==> src/touch_key_map.svh <==
// Purpose: Constants for the touch key command handler
// Assumes: 200 MHz core clock
// Notes: CRC polynomial and seed are plain defaults
`ifndef TOUCH_KEY_MAP_SVH
`define TOUCH_KEY_MAP_SVH
`define CMD_SLEEP 8'h16
`define CLASS_NONE 2'h0
`define CLASS_DATA 2'h1
`define CLASS_STATUS 2'h2
`define CLASS_CAL 2'h3
`define KEY_LAST 6'h2F
`define SETUP_LEN 9'h15E
`define CRC_POLY 16'h1021
`define CRC_INIT 16'h0000
`define CAL_WINDOW_MS 110
`define CLK_KHZ 200000
`define DATA_LEN 3'h5
`define ONE_LEN 3'h1
`define ST_GAIN_FAULT 4
`define ST_DETECT 3
`define ST_BELOW_LIMIT 2
`define ST_CALIBRATING 1
`define ST_CAL_FAILED 0
`endif

==> src/touch_key_pkg.sv <==
// Purpose: Types shared by the touch key command handler
// Assumes: Nothing beyond the map header
// Notes: Key index is six bits, valid range 0 to 47
package touch_key_pkg;
	typedef logic [5:0] key_idx_t;
	typedef enum logic [1:0] {
		ST_IDLE = 2'b00,
		ST_LOAD = 2'b01,
		ST_SEND = 2'b10
	} resp_state_t;
	typedef enum logic [1:0] {
		RESP_ACK = 2'b00,
		RESP_DATA = 2'b01,
		RESP_STATUS = 2'b10
	} resp_kind_t;
endpackage

==> src/crc_if.sv <==
// Purpose: Carries one CRC step between handler and engine
// Assumes: Combinational engine
// Notes: One byte per step
interface crc_if;
	logic [15:0] crc;
	logic [7:0] data;
	logic [15:0] next;
	modport engine(input crc, input data, output next);
	modport user(output crc, output data, input next);
endinterface

==> src/crc16_step.sv <==
// Purpose: One byte of CRC-16, most significant bit first
// Assumes: Polynomial from the map header
// Notes: Purely combinational
`include "touch_key_map.svh"
module crc16_step (
	crc_if.engine port
);
	always_comb begin
		logic [15:0] c;
		c = port.crc;
		for (int i = 7; i >= 0; i--) begin
			if (c[15] ^ port.data[i]) begin
				c = {c[14:0], 1'b0} ^ `CRC_POLY;
			end else begin
				c = {c[14:0], 1'b0};
			end
		end
		port.next = c;
	end
endmodule

==> src/touch_key_command_handler.sv <==
// Purpose: Host byte command handler for a 48-key touch matrix
// Assumes: Byte stream already deserialised; key data on same clock
// Notes: Commands arriving during a reply are held off by rx_ready
`include "touch_key_map.svh"
// What this block does
// - Sleep command: sleep at scan end if allowed
// - Sleep acknowledged with inverted command byte
// - Asleep: wake input triggers scan, then sleep
// - Any other valid command cancels sleep
// - Data command returns signal, reference, integrator
// - Two-byte values go low byte first
// - Data and status replies end with CRC-16
// - Status command returns one key status byte
// - Status bits 7-5 zero, gain fault, detect
// - Status bits below-limit, calibrating, calibration failed
// - Calibrate only after two identical sends within 110ms
// - Calibration runs in Run mode, own timeslot
// - Scheduled calibration acknowledged with inverted byte
// - Setup block of 350 bytes stored in array
module touch_key_command_handler #(
	parameter int unsigned CAL_WINDOW_CYC = `CAL_WINDOW_MS * `CLK_KHZ
) (
	input wire logic core_clk,
	input wire logic rst_n,
	input wire logic rx_valid,
	input wire logic [7:0] rx_byte,
	output logic rx_ready,
	output logic tx_valid,
	output logic [7:0] tx_byte,
	input wire logic tx_ready,
	output touch_key_pkg::key_idx_t key_sel,
	input wire logic [15:0] key_signal,
	input wire logic [15:0] key_reference,
	input wire logic [7:0] normal_integrator_count,
	input wire logic key_gain_fault_test,
	input wire logic key_detect,
	input wire logic key_below_lower_signal_limit,
	input wire logic key_calibrating,
	input wire logic key_cal_failed,
	input wire logic sleep_enable_cfg,
	input wire logic key_activity,
	input wire logic scan_end,
	input wire logic wake_pin,
	output logic sleep_active,
	output logic wake_scan,
	input wire logic run_mode,
	input wire logic slot_valid,
	input wire touch_key_pkg::key_idx_t slot_key,
	output logic cal_start,
	output touch_key_pkg::key_idx_t cal_key,
	input wire logic setup_valid,
	input wire logic [7:0] setup_byte,
	output logic nv_wr,
	output logic [8:0] nv_addr,
	output logic [7:0] nv_data,
	output logic setup_full,
	output logic reload_pending
);
	import touch_key_pkg::*;

	localparam logic [24:0] CAL_LIMIT = 25'(CAL_WINDOW_CYC);

	crc_if crc_bus ();
	crc16_step u_crc (
		.port(crc_bus.engine)
	);

	resp_state_t state, next_state;
	resp_kind_t kind, next_kind;
	logic [7:0] cmd, next_cmd;
	logic [7:0] resp [5];
	logic [7:0] next_resp [5];
	logic [2:0] dlen, next_dlen, pos, next_pos;
	logic with_crc, next_with_crc;
	logic [15:0] crc, next_crc;
	logic [7:0] next_tx_byte;
	key_idx_t next_key_sel;
	logic sleep_armed, next_sleep_armed, next_sleep_active, next_wake_scan;
	logic [2:0] wake_sync;
	logic wake_lvl, next_wake_lvl;
	logic cal_arm, next_cal_arm, cal_pend, next_cal_pend, next_cal_start;
	key_idx_t arm_key, next_arm_key, next_cal_key;
	logic [24:0] cal_timer, next_cal_timer;
	logic [8:0] setup_count, next_setup_count;
	logic next_nv_wr, next_setup_full, next_reload_pending;
	logic [8:0] next_nv_addr;
	logic [7:0] next_nv_data;
	logic rx_take, tx_take, idx_ok, is_sleep, is_keyed, wake_rise;
	logic [2:0] last_pos, npos;
	logic [1:0] cls;

	assign rx_ready = (state == ST_IDLE);
	assign tx_valid = (state == ST_SEND);
	assign rx_take = rx_valid && rx_ready;
	assign tx_take = tx_valid && tx_ready;
	assign cls = rx_byte[7:6];
	assign idx_ok = (rx_byte[5:0] <= `KEY_LAST);
	assign is_sleep = (rx_byte == `CMD_SLEEP);
	assign is_keyed = (cls != `CLASS_NONE) && idx_ok;
	assign last_pos = with_crc ? dlen + 3'h1 : dlen - 3'h1;
	assign npos = pos + 3'h1;
	// Change counts once second and third stage agree
	assign wake_rise = (wake_sync[1] == wake_sync[2]) && wake_sync[2]
		&& !wake_lvl;
	// Command byte is folded in at accept, replies while sending
	assign crc_bus.crc = (state == ST_SEND) ? crc : `CRC_INIT;
	assign crc_bus.data = (state == ST_SEND) ? tx_byte : rx_byte;

	always_comb begin
		next_state = state;
		next_kind = kind;
		next_cmd = cmd;
		next_resp = resp;
		next_dlen = dlen;
		next_pos = pos;
		next_with_crc = with_crc;
		next_crc = crc;
		next_tx_byte = tx_byte;
		next_key_sel = key_sel;
		next_sleep_armed = sleep_armed;
		next_sleep_active = sleep_active;
		next_wake_scan = 1'b0;
		next_wake_lvl = wake_lvl;
		next_cal_arm = cal_arm;
		next_arm_key = arm_key;
		next_cal_timer = cal_timer;
		next_cal_pend = cal_pend;
		next_cal_key = cal_key;
		next_cal_start = 1'b0;
		next_setup_count = setup_count;
		next_nv_wr = 1'b0;
		next_nv_addr = nv_addr;
		next_nv_data = nv_data;
		next_setup_full = setup_full;
		next_reload_pending = reload_pending;

		// Double-send window; expiry drops the first send
		if (cal_arm) begin
			if (cal_timer >= CAL_LIMIT) begin
				next_cal_arm = 1'b0;
			end else begin
				next_cal_timer = cal_timer + 25'h1;
			end
		end

		// Sleep sequencing
		if (wake_sync[1] == wake_sync[2]) begin
			next_wake_lvl = wake_sync[2];
		end
		if (sleep_active && wake_rise) begin
			next_sleep_active = 1'b0;
			next_wake_scan = 1'b1;
		end else if (!sleep_active && scan_end && sleep_armed
			&& sleep_enable_cfg && !key_activity) begin
			next_sleep_active = 1'b1;
		end

		// Calibration waits for its own key's timeslot
		if (cal_pend && slot_valid && slot_key == cal_key) begin
			next_cal_pend = 1'b0;
			next_cal_start = 1'b1;
		end

		unique case (state)
			ST_IDLE: begin
				if (rx_take) begin
					next_cmd = rx_byte;
					next_key_sel = rx_byte[5:0];
					next_crc = crc_bus.next;
					// Anything but a matching repeat breaks the pair
					if (!(cls == `CLASS_CAL && idx_ok)) begin
						next_cal_arm = 1'b0;
					end
					if (is_sleep) begin
						next_sleep_armed = 1'b1;
						next_kind = RESP_ACK;
						next_state = ST_LOAD;
					end else if (is_keyed) begin
						next_sleep_armed = 1'b0;
						next_sleep_active = 1'b0;
						if (cls == `CLASS_DATA) begin
							next_kind = RESP_DATA;
							next_state = ST_LOAD;
						end else if (cls == `CLASS_STATUS) begin
							next_kind = RESP_STATUS;
							next_state = ST_LOAD;
						end else if (!run_mode) begin
							next_cal_arm = 1'b0;
						end else if (cal_arm && cal_timer < CAL_LIMIT
							&& arm_key == rx_byte[5:0]) begin
							next_cal_arm = 1'b0;
							next_cal_pend = 1'b1;
							next_cal_key = rx_byte[5:0];
							next_kind = RESP_ACK;
							next_state = ST_LOAD;
						end else begin
							next_cal_arm = 1'b1;
							next_arm_key = rx_byte[5:0];
							next_cal_timer = 25'h0;
						end
					end
				end
			end
			ST_LOAD: begin
				next_pos = 3'h0;
				next_state = ST_SEND;
				unique case (kind)
					RESP_DATA: begin
						next_resp[0] = key_signal[7:0];
						next_resp[1] = key_signal[15:8];
						next_resp[2] = key_reference[7:0];
						next_resp[3] = key_reference[15:8];
						next_resp[4] = normal_integrator_count;
						next_dlen = `DATA_LEN;
						next_with_crc = 1'b1;
					end
					RESP_STATUS: begin
						next_resp[0] = 8'h00;
						next_resp[0][`ST_GAIN_FAULT] = key_gain_fault_test;
						next_resp[0][`ST_DETECT] = key_detect;
						next_resp[0][`ST_BELOW_LIMIT] =
							key_below_lower_signal_limit;
						next_resp[0][`ST_CALIBRATING] = key_calibrating;
						next_resp[0][`ST_CAL_FAILED] = key_cal_failed;
						next_dlen = `ONE_LEN;
						next_with_crc = 1'b1;
					end
					RESP_ACK: begin
						next_resp[0] = ~cmd;
						next_dlen = `ONE_LEN;
						next_with_crc = 1'b0;
					end
				endcase
				next_tx_byte = next_resp[0];
			end
			ST_SEND: begin
				if (tx_take) begin
					if (pos == last_pos) begin
						next_state = ST_IDLE;
					end else begin
						next_pos = npos;
						if (pos < dlen) begin
							next_crc = crc_bus.next;
						end
						if (npos < dlen) begin
							next_tx_byte = resp[npos];
						end else if (npos == dlen) begin
							next_tx_byte = crc_bus.next[7:0];
						end else begin
							next_tx_byte = crc[15:8];
						end
					end
				end
			end
		endcase

		// Setup block intake; excess bytes are dropped
		if (setup_valid && !setup_full) begin
			next_nv_wr = 1'b1;
			next_nv_addr = setup_count;
			next_nv_data = setup_byte;
			next_setup_count = setup_count + 9'h1;
			if (setup_count + 9'h1 == `SETUP_LEN) begin
				next_setup_full = 1'b1;
				next_reload_pending = 1'b1;
			end
		end
	end

	always_ff @(posedge core_clk or negedge rst_n) begin
		if (!rst_n) begin
			state <= ST_IDLE;
			kind <= RESP_ACK;
			cmd <= 8'h00;
			resp <= '{default: 8'h00};
			dlen <= 3'h0;
			pos <= 3'h0;
			with_crc <= 1'b0;
			crc <= `CRC_INIT;
			tx_byte <= 8'h00;
			key_sel <= 6'h00;
			sleep_armed <= 1'b0;
			sleep_active <= 1'b0;
			wake_scan <= 1'b0;
			wake_sync <= 3'h0;
			wake_lvl <= 1'b0;
			cal_arm <= 1'b0;
			arm_key <= 6'h00;
			cal_timer <= 25'h0;
			cal_pend <= 1'b0;
			cal_key <= 6'h00;
			cal_start <= 1'b0;
			setup_count <= 9'h000;
			nv_wr <= 1'b0;
			nv_addr <= 9'h000;
			nv_data <= 8'h00;
			setup_full <= 1'b0;
			reload_pending <= 1'b0;
		end else begin
			state <= next_state;
			kind <= next_kind;
			cmd <= next_cmd;
			resp <= next_resp;
			dlen <= next_dlen;
			pos <= next_pos;
			with_crc <= next_with_crc;
			crc <= next_crc;
			tx_byte <= next_tx_byte;
			key_sel <= next_key_sel;
			sleep_armed <= next_sleep_armed;
			sleep_active <= next_sleep_active;
			wake_scan <= next_wake_scan;
			wake_sync <= {wake_sync[1:0], wake_pin};
			wake_lvl <= next_wake_lvl;
			cal_arm <= next_cal_arm;
			arm_key <= next_arm_key;
			cal_timer <= next_cal_timer;
			cal_pend <= next_cal_pend;
			cal_key <= next_cal_key;
			cal_start <= next_cal_start;
			setup_count <= next_setup_count;
			nv_wr <= next_nv_wr;
			nv_addr <= next_nv_addr;
			nv_data <= next_nv_data;
			setup_full <= next_setup_full;
			reload_pending <= next_reload_pending;
		end
	end
endmodule

==> config.mk <==
export PLATFORM = sky130hd
export DESIGN_NAME = touch_key_command_handler
export DESIGN_NICKNAME = d
export VERILOG_FILES = /design/src/touch_key_pkg.sv /design/src/crc_if.sv /design/src/crc16_step.sv /design/src/touch_key_command_handler.sv
export VERILOG_INCLUDE_DIRS = /design/src
export SDC_FILE = /design/constraint.sdc
export NUM_CORES = 1
export LEC_CHECK = 0
export BUFFER_PORTS_ARGS = -buffer_cell sky130_fd_sc_hd__buf_2
export CORE_MARGIN = 2
export CORE_UTILIZATION = 55
export DETAILED_ROUTE_END_ITERATION = 10
export GPL_TIMING_DRIVEN = 0
export PLACE_DENSITY_LB_ADDON = 0.25
export SLEW_MARGIN = 10
export SYNTH_ARGS = -nofsm -noshare
export SYNTH_HDL_FRONTEND = slang
export SYNTH_SLANG_ARGS = --single-unit
==> constraint.sdc <==
create_clock -name core_clk -period 5 [get_ports core_clk]
set_input_delay 1 -clock core_clk [delete_from_list [all_inputs] [get_ports core_clk]]
set_output_delay 1 -clock core_clk [all_outputs]
set_load 0.05 [all_outputs]
==> results.tsv <==
metric	value	unit
Yosys reg bits	157	
area post-placement	0.00924	mm2
Layout area overhead	17.0	%
Critical Path Start Type	flip-flop	
via count	6529	
maximum vdd drop	0.333	mV
Arr. time, crit path	3.82	ns
Post-Synth XOR/XNOR Area	0.0769	
drt drc	0	
crit-path leading delay family	compound AO/OA/AOI/OAI gates	
Synth area leaders	dfrtp_1 (47%), mux2_2 (9.2%), nand2_1 (4.2%)	
hold-fix buffers at CTS	0	
Synth Area in Compound Gates	0.112	
maxcap violations	0	
CTS tree	done	
RSZ-0062 raised after global routing	false	
largest net degree at the start of global routing	86	
final worst slack	1.49	ns
wire per inst	17.1	um
P per Cell Area	630	mW/mm2
final max-slew violation count	0	
post-synthesis simple-gate area fraction	0.144	
pre-CTS WS	1.55	ns
CTS root buf	clkbuf_16	
num rows	45	
worst slew pin tran	0.678	ns
# diodes	0	
Highest Clock Rate	285	MHz
Setup Buffers After CTS	0	
Setup Skew	0.00843	ns
Post-CTS Resized	0	
WP buf/inv	2	
Total Routed Length	19500	um
total power	6.17	mW
fin crit period	3.51	ns
IO buf count	120	
run status	complete, no violations	
Main synth FF type	dfrtp_1	
io pins	123	
ys async rst share	1.00	
CP Capture Type	flip-flop	
share of layout cells above drive strength 1	0.273	
gr ovfl total	0	
die height	127	um
share of the synthesized area in the top cell type	0.469	
static leakage	4.47	nW
most common cell after layout, fill and taps aside	dfrtp_1	
DP HPWL	14000	um
clock sink count	157	
Max FO, Critical Path	10	
worst hold slack	0.351	ns
worst hold-check path type	flip-flop to flip-flop	
Routability Congestion	0.905	
fill count	1251	
Yosys top cell by area	dfrtp_1	
first-pass GRT wire length	31800	um
core area	0.0150	mm2
final worst-path cycle share	0.701	
most frequent cells in the layout	dfrtp_1 (157), buf_2 (125), nand2_1 (94)	
Total GRT Usage	0.250	
Final ANT Viol Nets	0	
crit path kind	flip-flop to flip-flop	
Post-Route Setup TNS	0	ns
Final setup viols	0	
post-DR vias/cell	5.74	
worst endpoint required time	5.31	ns
fin nets	1033	
Cell Chain, Critical Path	ha_1 > xnor2_1 > inv_2 > ha_1 > a21oi_1 > clkbuf_1 > o221ai_1 > o311a_1 > o22a_1	
number of synthesized flops with an enable pin	0	
CTS clock-pin slew for the worst setup and hold paths	0.06	ns
CTS H-tree depth	4	
Syn Std Cell Area	0.00837	mm2
Hold Vio Cnt, Final	0	
Synth Area in Adders	0.0269	
largest buffer count on any clock path	2	
CP max-delay cell	xnor2_1	
crit-path max cell delay	0.55	ns
Worst path most repeated cell	ha_1	
syn nets	893	
sequential-to-total area share from yosys stat	0.469	
Yosys cell types	67	
Slew headroom	0.545	
die width	127	um
synthesized area per cell	10.5	um2
Starting Density	0.557	
largest family of logic cells by synthesized area	simple AND/OR/NAND/NOR gates	
TritonCTS buffer count	17	
initial antenna violation count	0	
die area	0.0162	mm2
Initial DRC Count	348	
post-route design area	0.00979	mm2
latest clock arrival within the worst-skew pair	0.43	ns
mux share of post-synthesis cell area	0.129	
First-pass DRT Iterations	5	
vias in the first global route	6208	
Syn Inst Count	797	
YS warnings	0	
where the power goes:
group          switching [mW]  internal [mW]  total, mW
clock network           0.510          0.706       1.22
registers               0.453           1.79       2.24
logic                    1.54           1.18       2.72
cell type report:
cell class	instances	area [um2]	share of cell area
clock buffers	21	460	0.0470
clock inverters	10	92.6	0.00945
well taps	188	235	0.0240
flip-flops and latches	157	3930	0.401
plain buffers	46	233	0.0238
inverters	29	109	0.0111
repair buffers	121	638	0.0652
multi-input cells	565	4100	0.418
worst register-to-register path, delay by kind of cell (launching register included):
kind / cells / cell delay, ns
xor gates and xnor gates: 1 / 0.55
DFF: 1 / 0.41
AOI/OAI and AO/OA: 4 / 1.14
adders and majority gates: 2 / 0.63
buffers and inverters: 2 / 0.65
Yosys cell counts, types with 4 or more instances:
| cell | count |
|---|---|
| mux4_2 | 6 |
| xor2_1 | 28 |
| and3_1 | 8 |
| o211ai_1 | 9 |
| buf_4 | 10 |
| o311a_1 | 7 |
| dfrtp_1 | 157 |
| o21ai_0 | 40 |
| ha_1 | 18 |
| buf_2 | 6 |
| a211oi_1 | 6 |
| xnor2_1 | 34 |
| or3_1 | 17 |
| a21oi_1 | 39 |
| clkbuf_1 | 23 |
| o31ai_1 | 4 |
| o22a_1 | 6 |
| inv_1 | 27 |
| nand3_1 | 24 |
| nor2_1 | 37 |
| and2_1 | 4 |
| buf_1 | 5 |
| or4_1 | 4 |
| nand4_1 | 16 |
| nand2_1 | 94 |
| nor2b_1 | 5 |
| nor3_1 | 13 |
| mux2i_1 | 14 |
| mux2_2 | 68 |
path summary, 6_finish.rpt:
kind	from	to	slack, ns	cells after the start
setup / recovery	pos[0]	tx_byte[5]	1.49	9
hold / removal	wake_sync[0]	wake_sync[1]	0.35	0
setup reg to reg	pos[0]	tx_byte[5]	1.49	9
hold reg to reg	wake_sync[0]	wake_sync[1]	0.35	0
max in group asynchronous	rst_n	resp[26]	3.63	2
min in group asynchronous	rst_n	cal_timer[13]	0.58	1
state kept, by name, indices dropped and copies added, names as in the netlist, 3 cells and up:
name / count
cmd: 3
wake_sync: 3
cal_timer: 25
key_sel: 5
arm_key: 6
setup_count: 9
crc: 16
nv_data: 8
pos: 3
cal_key: 6
tx_byte: 8
nv_addr: 9
resp: 40
metrics by stage:
| stage | utilization | instances |
|---|---|---|
| after global placement | 0.612 | 1105 |
| final | 0.652 | 1137 |
| after CTS | 0.652 | 1137 |
| after detailed placement | 0.615 | 1106 |
| after floorplan | - | 797 |
| after global routing | 0.652 | 1137 |
logic make-up (layout without fill, tap and decap cells):
kind of cell	after synthesis	after routing
AOI/OAI and AO/OA	143	143
xor gates and xnor gates	67	67
adders and majority gates	18	18
buffers and inverters	75	227
DFF	157	157
muxes	91	91
and+or+nand+nor	246	246
metal layers:
| metal | routed length (um) | global-route usage | vias up |
|---|---|---|---|
| met3 | 1150 | 0.0678 | 34 |
| met1 | 9280 | 0.360 | 3188 |
| met4 | 376 | 0.0756 | 0 |
| li1 | - | - | 3093 |
| met2 | 8670 | 0.374 | 214 |
| met5 | 0 | 0 | - |
Power figures use the tool's default switching activity.
